===== src/design/eesac_pkg.sv =====
// constants, types and access-permission function for the eeprom shadow access controller
package eesac_pkg;

  // ****************************************************************
  // direct register byte addresses
  // ****************************************************************
  localparam logic [5:0] REG_EXT_ADDR_HI = 6'h02;
  localparam logic [5:0] REG_EXT_ADDR = 6'h03;
  localparam logic [5:0] REG_EXT_DATA_B3 = 6'h04;
  localparam logic [5:0] REG_EXT_DATA_B2 = 6'h05;
  localparam logic [5:0] REG_EXT_DATA_B1 = 6'h06;
  localparam logic [5:0] REG_EXT_DATA_B0 = 6'h07;
  localparam logic [5:0] REG_EXT_CTRL = 6'h08;
  localparam logic [5:0] REG_EXT_STAT = 6'h09;
  localparam logic [5:0] REG_WARN = 6'h0a;
  localparam logic [5:0] REG_KEY = 6'h3c;

  // ****************************************************************
  // field positions and reset values
  // ****************************************************************
  localparam int GO_BIT = 7;
  localparam int DONE_BIT = 0;
  localparam int WARN_BIT = 0;
  localparam int LOCK_LSB = 0;
  localparam int USER_SEL_BIT = 4;
  localparam int PROT_BYP_BIT = 5;
  localparam int KEY_BYP_BIT = 6;
  localparam int DATA_BITS = 24;
  localparam logic [7:0] RST_BYTE = 8'h00;
  localparam logic [31:0] RST_WORD = 32'h0000_0000;
  localparam logic [3:0] RST_LOCK = 4'h0;
  localparam logic [DATA_BITS-1:0] RST_SHADOW = 24'h00_0000;

  // ****************************************************************
  // extended address map and protection codes
  // ****************************************************************
  localparam logic [1:0] EXT_NV_PAGE = 2'b00;
  localparam logic [1:0] EXT_SHADOW_PAGE = 2'b01;
  localparam logic [7:0] EXT_SHADOW_OFS = 8'h40;
  localparam logic [5:0] WORD_USER2 = 6'h17;
  localparam logic [5:0] WORD_USER1 = 6'h1f;
  localparam logic [5:0] CFG_WORD = 6'h3e;
  localparam logic [5:0] LAST_WORD = 6'h3f;
  localparam logic [3:0] LOCK_NV = 4'hc;
  localparam logic [3:0] LOCK_ALL = 4'h3;
  localparam logic [4:0][7:0] KEY_SEQ = {8'h77, 8'h1f, 8'h81, 8'h27, 8'h00};
  localparam logic [2:0] KEY_LAST = 3'h4;

  // ****************************************************************
  // timing
  // ****************************************************************
  localparam int NV_WRITE_MS = 24;
  localparam int CLK_MHZ = 125;
  localparam int NV_WRITE_CYC_DEF = NV_WRITE_MS * 1000 * CLK_MHZ;
  localparam int TMR_W = 22;

  typedef enum logic [2:0] {
    ST_BOOT_RD = 3'b000,
    ST_BOOT_WT = 3'b001,
    ST_IDLE = 3'b010,
    ST_CHK = 3'b011,
    ST_NV_WT = 3'b100
  } eesac_state_t;

  // shadow words follow the eeprom lock except that code c leaves them free
  function automatic logic eesac_permit(input logic [5:0] word, input logic shadow,
                                        input logic unlocked, input logic [3:0] lock,
                                        input logic user_sel, input logic prot_byp,
                                        input logic key_byp);
    logic locked;
    logic user;
    locked = (lock == LOCK_ALL) || (!shadow && (lock == LOCK_NV));
    user = (word == WORD_USER2) || (user_sel && (word == WORD_USER1));
    if (!locked) begin
      return unlocked || (user && key_byp);
    end
    return user && prot_byp && (unlocked || key_byp);
  endfunction : eesac_permit

endpackage : eesac_pkg


===== src/design/eesac_shd_if.sv =====
// link between the access controller and its shadow memory
`timescale 1ns/10ps
interface eesac_shd_if;
  logic wr_en;
  logic [5:0] wr_addr;
  logic [23:0] wr_data;
  logic [5:0] rd_addr;
  logic [31:0] rd_data;
  modport ctl (output wr_en, output wr_addr, output wr_data, output rd_addr, input rd_data);
  modport mem (input wr_en, input wr_addr, input wr_data, input rd_addr, output rd_data);
endinterface : eesac_shd_if


===== src/design/eesac_shadow.sv =====
// volatile shadow memory, data bits only
`timescale 1ns/10ps
module eesac_shadow
  import eesac_pkg::*;
(
  input wire logic sys_clk,
  input wire logic rst_n,
  eesac_shd_if.mem sh
);

  typedef struct packed {
    logic [63:0][DATA_BITS-1:0] mem;
    logic [31:0] rd;
  } eesac_shd_st_t;

  eesac_shd_st_t r;
  eesac_shd_st_t n;

  // check bits and unused bits have no storage and read as zero
  always_comb begin
    n = r;
    if (sh.wr_en) begin
      n.mem[sh.wr_addr] = sh.wr_data;
    end
    n.rd = {8'h00, r.mem[sh.rd_addr]};
  end

  always_ff @(posedge sys_clk or negedge rst_n) begin
    if (!rst_n) begin
      r <= '0;
    end else begin
      r <= n;
    end
  end

  assign sh.rd_data = r.rd;

endmodule : eesac_shadow


===== src/design/eesac_ctrl.sv =====
// eeprom and shadow access controller: unlock, locks, extended write engine, boot copy
`timescale 1ns/10ps
// Function
// - at power-up copy every eeprom word into shadow memory
// - shadow-address extended write changes shadow only, never the eeprom
// - shadow word sits at extended address eeprom word plus 0x40, same layout
// - shadow memory keeps no error-correction check bits
// - shadow writes obey the same protection except under lock code c; reads need no unlock
// - five key bytes 00 27 81 1f 77 to register 0x3c grant writes
// - granted write access stays until next power-on reset
// - lock code c blocks eeprom writes, shadow writes still allowed
// - lock code 3 blocks eeprom and shadow writes alike
// - a stored lock code can never be returned to unlocked
// - user-word select, lock bypass, key bypass default zero, normal rules then
// - unlocked part: key bypass frees word 0x17, and 0x1f with select
// - locked part: only bypassed user words writable, after key or key bypass
// - host loads 8-bit target extended address before a write
// - writing go bit starts store of data at loaded address
// - completion sets the done bit; eeprom write waits up to 24 ms
// - shadow write completes in one clock cycle after the request
// - refused or aborted write sets done and the access warning
module eesac_ctrl
  import eesac_pkg::*;
#(
  parameter int NV_WRITE_CYC = NV_WRITE_CYC_DEF
) (
  input wire logic sys_clk,
  input wire logic rst_n,
  input wire logic reg_wr_en,
  input wire logic reg_rd_en,
  input wire logic [5:0] reg_addr,
  input wire logic [7:0] reg_wdata,
  output logic [7:0] reg_rdata,
  output logic nvm_req,
  output logic nvm_we,
  output logic [5:0] nvm_addr,
  output logic [31:0] nvm_wdata,
  input wire logic [31:0] nvm_rdata,
  input wire logic nvm_ack,
  input wire logic nvm_fail,
  input wire logic [5:0] cfg_rd_addr,
  output logic [31:0] cfg_rd_data,
  output logic boot_done
);

  // ****************************************************************
  // state
  // ****************************************************************
  typedef struct packed {
    eesac_state_t st;
    logic [5:0] idx;
    logic [7:0] ext_addr;
    logic [31:0] ext_data;
    logic pend;
    logic done;
    logic warn;
    logic [2:0] key_step;
    logic unlocked;
    logic [3:0] lock;
    logic user_sel;
    logic prot_byp;
    logic key_byp;
    logic nv_req;
    logic nv_we;
    logic [5:0] nv_addr;
    logic [31:0] nv_wdata;
    logic [TMR_W-1:0] tmr;
    logic [7:0] rdata;
    logic boot_done;
  } eesac_ctl_st_t;

  eesac_ctl_st_t r;
  eesac_ctl_st_t n;
  eesac_shd_if sh ();
  logic busy, tgt_nv, tgt_shadow, perm_ok;

  eesac_shadow u_shadow (
    .sys_clk (sys_clk),
    .rst_n (rst_n),
    .sh (sh)
  );

  assign busy = r.pend || (r.st == ST_CHK) || (r.st == ST_NV_WT) || !r.boot_done;
  assign tgt_nv = r.ext_addr[7:6] == EXT_NV_PAGE;
  assign tgt_shadow = r.ext_addr[7:6] == EXT_SHADOW_PAGE;
  assign perm_ok = eesac_permit(r.ext_addr[5:0], tgt_shadow, r.unlocked, r.lock,
                                r.user_sel, r.prot_byp, r.key_byp);

  // ****************************************************************
  // shadow port: boot copy and single-cycle shadow writes
  // ****************************************************************
  always_comb begin
    sh.rd_addr = cfg_rd_addr;
    sh.wr_en = 1'b0;
    sh.wr_addr = r.idx;
    sh.wr_data = nvm_rdata[DATA_BITS-1:0];
    if ((r.st == ST_BOOT_WT) && nvm_ack) begin
      sh.wr_en = 1'b1;
    end else if ((r.st == ST_CHK) && tgt_shadow && perm_ok) begin
      sh.wr_en = 1'b1;
      sh.wr_addr = r.ext_addr[5:0];
      sh.wr_data = r.ext_data[DATA_BITS-1:0];
    end
  end

  // ****************************************************************
  // next state
  // ****************************************************************
  always_comb begin
    n = r;
    // direct register writes
    if (reg_wr_en) begin
      unique case (reg_addr)
        REG_EXT_ADDR: n.ext_addr = reg_wdata;
        REG_EXT_DATA_B3: n.ext_data[31:24] = reg_wdata;
        REG_EXT_DATA_B2: n.ext_data[23:16] = reg_wdata;
        REG_EXT_DATA_B1: n.ext_data[15:8] = reg_wdata;
        REG_EXT_DATA_B0: n.ext_data[7:0] = reg_wdata;
        REG_EXT_CTRL: begin
          // a go while busy is dropped; the running transfer is never disturbed
          if (reg_wdata[GO_BIT] && !busy) begin
            n.pend = 1'b1;
            n.done = 1'b0;
          end
        end
        REG_WARN: begin
          if (reg_wdata[WARN_BIT]) begin
            n.warn = 1'b0;
          end
        end
        REG_KEY: begin
          if (!r.unlocked) begin
            if (reg_wdata == KEY_SEQ[r.key_step]) begin
              if (r.key_step == KEY_LAST) begin
                n.unlocked = 1'b1;
                n.key_step = 3'h0;
              end else begin
                n.key_step = r.key_step + 3'h1;
              end
            end else if (reg_wdata == KEY_SEQ[0]) begin
              n.key_step = 3'h1;
            end else begin
              n.key_step = 3'h0;
            end
          end
        end
        default: begin
        end
      endcase
    end
    // direct register reads, answered one cycle later; unmapped reads zero
    if (reg_rd_en) begin
      unique case (reg_addr)
        REG_EXT_ADDR: n.rdata = r.ext_addr;
        REG_EXT_DATA_B3: n.rdata = r.ext_data[31:24];
        REG_EXT_DATA_B2: n.rdata = r.ext_data[23:16];
        REG_EXT_DATA_B1: n.rdata = r.ext_data[15:8];
        REG_EXT_DATA_B0: n.rdata = r.ext_data[7:0];
        REG_EXT_CTRL: n.rdata = {busy, 7'h00};
        REG_EXT_STAT: n.rdata = {7'h00, r.done};
        REG_WARN: n.rdata = {7'h00, r.warn};
        default: n.rdata = RST_BYTE;
      endcase
    end
    // transfer engine; set of done or warning comes last so it wins a clear
    unique case (r.st)
      ST_BOOT_RD: begin
        n.nv_req = 1'b1;
        n.nv_we = 1'b0;
        n.nv_addr = r.idx;
        n.st = ST_BOOT_WT;
      end
      ST_BOOT_WT: begin
        if (nvm_ack) begin
          n.nv_req = 1'b0;
          if (r.idx == CFG_WORD) begin
            n.lock = nvm_rdata[LOCK_LSB +: 4];
            n.user_sel = nvm_rdata[USER_SEL_BIT];
            n.prot_byp = nvm_rdata[PROT_BYP_BIT];
            n.key_byp = nvm_rdata[KEY_BYP_BIT];
          end
          if (r.idx == LAST_WORD) begin
            n.boot_done = 1'b1;
            n.st = ST_IDLE;
          end else begin
            n.idx = r.idx + 6'h01;
            n.st = ST_BOOT_RD;
          end
        end
      end
      ST_IDLE: begin
        if (r.pend) begin
          n.pend = 1'b0;
          n.st = ST_CHK;
        end
      end
      ST_CHK: begin
        if (!(tgt_nv || tgt_shadow) || !perm_ok) begin
          n.done = 1'b1;
          n.warn = 1'b1;
          n.st = ST_IDLE;
        end else if (tgt_shadow) begin
          n.done = 1'b1;
          n.st = ST_IDLE;
        end else begin
          n.nv_req = 1'b1;
          n.nv_we = 1'b1;
          n.nv_addr = r.ext_addr[5:0];
          n.nv_wdata = r.ext_data;
          n.tmr = '0;
          n.st = ST_NV_WT;
        end
      end
      ST_NV_WT: begin
        n.tmr = r.tmr + 1'b1;
        if (nvm_ack) begin
          n.nv_req = 1'b0;
          n.done = 1'b1;
          if (nvm_fail) begin
            n.warn = 1'b1;
          end else if (r.nv_addr == CFG_WORD) begin
            // a locked part never reaches here for this word, so locks only tighten
            n.lock = r.nv_wdata[LOCK_LSB +: 4];
            n.user_sel = r.nv_wdata[USER_SEL_BIT];
            n.prot_byp = r.nv_wdata[PROT_BYP_BIT];
            n.key_byp = r.nv_wdata[KEY_BYP_BIT];
          end
          n.st = ST_IDLE;
        end else if (r.tmr == TMR_W'(NV_WRITE_CYC - 1)) begin
          n.nv_req = 1'b0;
          n.done = 1'b1;
          n.warn = 1'b1;
          n.st = ST_IDLE;
        end
      end
      default: n.st = ST_IDLE;
    endcase
  end

  // ****************************************************************
  // registers
  // ****************************************************************
  always_ff @(posedge sys_clk or negedge rst_n) begin
    if (!rst_n) begin
      r <= '0;
      r.st <= ST_BOOT_RD;
      r.lock <= RST_LOCK;
      r.ext_data <= RST_WORD;
    end else begin
      r <= n;
    end
  end

  assign reg_rdata = r.rdata;
  assign nvm_req = r.nv_req;
  assign nvm_we = r.nv_we;
  assign nvm_addr = r.nv_addr;
  assign nvm_wdata = r.nv_wdata;
  assign cfg_rd_data = sh.rd_data;
  assign boot_done = r.boot_done;

  // ****************************************************************
  // assertions
  // ****************************************************************
  property p_boot_copy;
    @(posedge sys_clk) disable iff (!rst_n)
      $rose(r.boot_done) |-> ($past(r.idx) == LAST_WORD) && $past(nvm_ack);
  endproperty
  a_boot_copy: assert property (p_boot_copy) else $error("boot ended early");
  property p_shadow_one_cycle;
    @(posedge sys_clk) disable iff (!rst_n)
      (r.st == ST_CHK && tgt_shadow && perm_ok) |-> sh.wr_en ##1 (r.done && !r.nv_req);
  endproperty
  a_shadow_one_cycle: assert property (p_shadow_one_cycle) else $error("shadow slow");
  property p_unused_zero;
    @(posedge sys_clk) disable iff (!rst_n)
      cfg_rd_data[31:DATA_BITS] == 8'h00;
  endproperty
  a_unused_zero: assert property (p_unused_zero) else $error("unused bits set");
  property p_key_grant;
    @(posedge sys_clk) disable iff (!rst_n)
      $rose(r.unlocked) |-> $past(reg_wr_en && reg_addr == REG_KEY && reg_wdata == 8'h77);
  endproperty
  a_key_grant: assert property (p_key_grant) else $error("unlock without key");
  property p_unlock_sticky;
    @(posedge sys_clk) disable iff (!rst_n)
      r.unlocked |=> r.unlocked;
  endproperty
  a_unlock_sticky: assert property (p_unlock_sticky) else $error("unlock lost");
  property p_lock_perm;
    @(posedge sys_clk) disable iff (!rst_n)
      (r.boot_done && (r.lock == LOCK_NV || r.lock == LOCK_ALL)) |=> $stable(r.lock);
  endproperty
  a_lock_perm: assert property (p_lock_perm) else $error("lock changed");
  property p_nv_locked;
    @(posedge sys_clk) disable iff (!rst_n)
      (r.st == ST_CHK && tgt_nv && (r.lock == LOCK_NV || r.lock == LOCK_ALL) && !r.prot_byp)
      |=> !r.nv_req && r.warn && r.done;
  endproperty
  a_nv_locked: assert property (p_nv_locked) else $error("locked eeprom written");
  property p_all_locked;
    @(posedge sys_clk) disable iff (!rst_n)
      (r.st == ST_CHK && tgt_shadow && r.lock == LOCK_ALL && !r.prot_byp)
      |-> !sh.wr_en ##1 r.warn;
  endproperty
  a_all_locked: assert property (p_all_locked) else $error("locked shadow written");
  property p_go_start;
    @(posedge sys_clk) disable iff (!rst_n)
      (reg_wr_en && reg_addr == REG_EXT_CTRL && reg_wdata[GO_BIT] && !busy)
      |=> !r.done ##1 (r.st == ST_CHK);
  endproperty
  a_go_start: assert property (p_go_start) else $error("go not started");
  property p_nv_bound;
    @(posedge sys_clk) disable iff (!rst_n)
      (r.st == ST_NV_WT) |-> (r.tmr < TMR_W'(NV_WRITE_CYC));
  endproperty
  a_nv_bound: assert property (p_nv_bound) else $error("write wait overran");
  property p_fail_warn;
    @(posedge sys_clk) disable iff (!rst_n)
      (r.st == ST_NV_WT && nvm_ack && nvm_fail) |=> r.warn && r.done && (r.st == ST_IDLE);
  endproperty
  a_fail_warn: assert property (p_fail_warn) else $error("abort not flagged");

  c_unlock: cover property (@(posedge sys_clk) disable iff (!rst_n) $rose(r.unlocked));
  c_shadow_wr: cover property (@(posedge sys_clk) disable iff (!rst_n)
    r.st == ST_CHK && tgt_shadow && perm_ok);
  c_nv_done: cover property (@(posedge sys_clk) disable iff (!rst_n)
    r.st == ST_NV_WT && nvm_ack && !nvm_fail);
  c_denied: cover property (@(posedge sys_clk) disable iff (!rst_n)
    r.st == ST_CHK && !perm_ok);

endmodule : eesac_ctrl


===== config.mk =====
export PLATFORM = sky130hd
export DESIGN_NAME = eesac_ctrl
export DESIGN_NICKNAME = d
export VERILOG_FILES = /design/src/design/eesac_pkg.sv /design/src/design/eesac_shd_if.sv /design/src/design/eesac_shadow.sv /design/src/design/eesac_ctrl.sv
export SDC_FILE = /design/constraint.sdc
export NUM_CORES = 2
export LEC_CHECK = 0
export ABC_CLOCK_PERIOD_IN_PS = 3300
export BUFFER_PORTS_ARGS = -buffer_cell sky130_fd_sc_hd__buf_2
export CAP_MARGIN = 20
export CORE_MARGIN = 2
export CORE_UTILIZATION = 35
export CTS_CLUSTER_SIZE = 16
export DETAILED_ROUTE_END_ITERATION = 8
export SKIP_LAST_GASP = 1
export SLEW_MARGIN = 15
export SYNTH_ARGS = -nofsm -noshare
export SYNTH_HDL_FRONTEND = slang
export SYNTH_SLANG_ARGS = --single-unit

===== constraint.sdc =====
create_clock -name sys_clk -period 3.3 [get_ports sys_clk]
set_clock_uncertainty 0.1 [all_clocks]
set_input_delay 0.165 -clock sys_clk [delete_from_list [all_inputs] [get_ports sys_clk]]
set_output_delay 0.165 -clock sys_clk [all_outputs]
set_load 0.005 [all_outputs]

==> reports/qor.txt <==
status = finished clean
Tcrit/Tclk final = 0.976
Worst Path Class, Setup = flip-flop to flip-flop
Via Count = 47300
Mapped Area = 0.0777 mm2
Crit-path slowest cell = nor4_4
Core Area = 0.220 mm2
die area = 0.226 mm2
Flop pwr share = 0.487
commonest cells after routing, fill and taps aside = dfrtp_1, mux2_2, mux4_2
number of buffers created by CTS = 177
Yosys cell types = 78
Mapped Cells = 5364
Total Power = 43.3 mW
EDFF count, synth = 0
wire per inst = 25.7 um
layout cell share with drive strength beyond 1 = 0.469
via count of the first global-routing pass = 49500
routability cong. = 0.859
final worst slack = 0.0782 ns
DRT antenna net count = 0
drt initial violations = 3882
worst rel slew slack = 0.213
setup violators final = 0
syn avg cell area = 14.5 um2
fin area = 0.0900 mm2
initial core utilization = 0.353
gr ovfl total = 0
CTS tree = yes
H-tree levels = 4
clock slew at reported path FFs = 0.06 ns
critical path data arrival time = 3.83 ns
P per Cell Area = 481 mW/mm2
chip width = 475 um
Static Leak = 42.9 nW
Seq cells post-synth = 1694
clk buf depth = 3
first-pass GRT wire length = 331 mm
root buf cell = clkbuf_16
HPWL Detailed = 138 mm
Row Count = 172
Final Util = 0.409
Worst-Skew Late Latency = 0.83 ns
critical path, cell by cell = nand2b_4 -> a41o_1 -> a21o_1 -> buf_12 -> nor4_4 -> a21oi_4 -> buf_4 -> mux2_2
# IOs = 139
sw power = 10.4 mW
Gate power share = 0.056
placed cell areas = 0.0837 mm2
CTS Sinks = 1694
Highest Clock Rate = 310 MHz
Placed Cells = 8237
Detailed Route WL = 222 mm
Crit path max-delay family = compound AO/OA/AOI/OAI gates
total of max-cap violations = 0
crit path max fanout = 18
most common cell after layout, fill and taps aside = dfrtp_1
nets@finish = 5583
final hold vios = 0
TritonRoute pass-1 iters = 6
I/O Buffers = 122
CP required = 3.91 ns
CP peak stage delay = 0.66 ns
Async SR Flop Fraction = 1.00
setup_tns = 0 ns
Synth Warn # = 0
startpoint types = flip-flop
non-filler instance count after layout = 8615
GR Util All Layers = 0.197
Tmin final = 3.22 ns
Worst-Margin Slew = 1.18 ns
DRC violations left = 0
Hold Path Class = primary input to flip-flop
final hold slack = 0.111 ns
Peak VDD IR = 547 uV
vias per cell = 5.48
largest net degree at the start of global routing = 137
initial antenna violation count = 15
Die H = 475 um
setup slack after placement = 0.0669 ns
final slew viol count = 0
CP bufs+invs = 2
RSZ-0062 raised after global routing = true
Crit. End Element = flip-flop
area delta synth->final = 15.8%
Synth Flop Type = dfrtp_1
Post-CTS Setup Inserts = 0
Clk network pwr share = 0.457
post-synthesis sequential area ratio = 0.545
Sw Share = 0.239
Pint = 33.0 mW
sequential cells by signal (all words and copies together) (netlist names):
register             flops
u_shadow.sh.rd_data     24
u_shadow.r            1536
nvm_we                   1
reg_rdata                8
r                       85
nvm_wdata               32
nvm_addr                 6
boot_done                1
nvm_req                  1
synth_stat cells, types with 15 or more instances:
library cell | n | share of area
mux2_4 | 20 | 0.0039
xor2_1 | 16 | 0.0018
buf_4 | 97 | 0.0094
a21oi_2 | 19 | 0.0021
mux2_2 | 1414 | 0.20
a21oi_1 | 180 | 0.012
nand2_1 | 282 | 0.014
o21ai_0 | 16 | 0.0010
nand3_1 | 15 | 0.00097
nor2_1 | 222 | 0.011
mux2i_1 | 24 | 0.0031
mux2_1 | 25 | 0.0036
inv_1 | 19 | 0.00092
nor2b_1 | 15 | 0.0012
buf_1 | 44 | 0.0021
buf_2 | 127 | 0.0082
dfrtp_1 | 1694 | 0.55
clkbuf_1 | 279 | 0.013
mux4_2 | 392 | 0.11
a22oi_1 | 249 | 0.024
worst min-delay path, delay by kind of cell:
kind | cells | cell delay [ns]
buffers and inverters | 2 | 0.32
AOI/OAI and AO/OA | 1 | 0.20
and+or+nand+nor | 2 | 0.27
area by class of cell:
type	instances	area (um2)
diodes	9	22.5
clock inverters	42	490
clock buffers	269	5240
well taps	2958	3700
flip-flops and latches	1694	42400
multi-input cells	3096	33100
inverters	20	75.1
fillers	20000	130000
repair buffers	527	5030
repair_timing:
action	in CTS	in global routing
hold buffers	56	0
gates resized for setup	0	1
setup endpoints to repair	0	68
hold endpoints to repair	1588	0
cells by family after synthesis:
| logic type | share of synthesized area |
|---|---|
| muxes | 0.329 |
| buffers and inverters | 0.0361 |
| other | 0.0000482 |
| xor gates and xnor gates | 0.00259 |
| adders and majority gates | 0.00145 |
| DFF | 0.545 |
| and+or+nand+nor | 0.0357 |
| AOI/OAI and AO/OA | 0.0497 |
power by group through the flow:
stage	registers (mW)	logic, mW	clock network [mW]
finish	21.1	2.43	19.8
CTS	21.1	2.46	20.2
floorplan	21.4	1.06	0
global route	21.1	2.62	21.1
global placement	21.5	2.35	0
detailed placement	21.5	2.39	0
per-layer routing:
metal	vias to the layer above	part of all wire	GRT usage
met5	-	0.000054	0
li1	20100	-	-
met1	25600	0.44	0.270
met4	2	0.030	0.0628
met2	1281	0.48	0.316
met3	333	0.057	0.0351
path summary, 6_finish.rpt:
check,cells past startpoint,to,slack [ns],start
max,8,u_shadow.r[228],0.08,r[123]
min,5,u_shadow.sh.rd_data[10],0.11,cfg_rd_addr[5]
max reg2reg,8,u_shadow.r[228],0.08,r[123]
min reg2reg,2,nvm_wdata[27],0.37,nvm_wdata[27]
max in group asynchronous,3,u_shadow.r[218],2.19,rst_n
min in group asynchronous,3,r[79],0.14,rst_n
(Power assumes the default switching activity.)
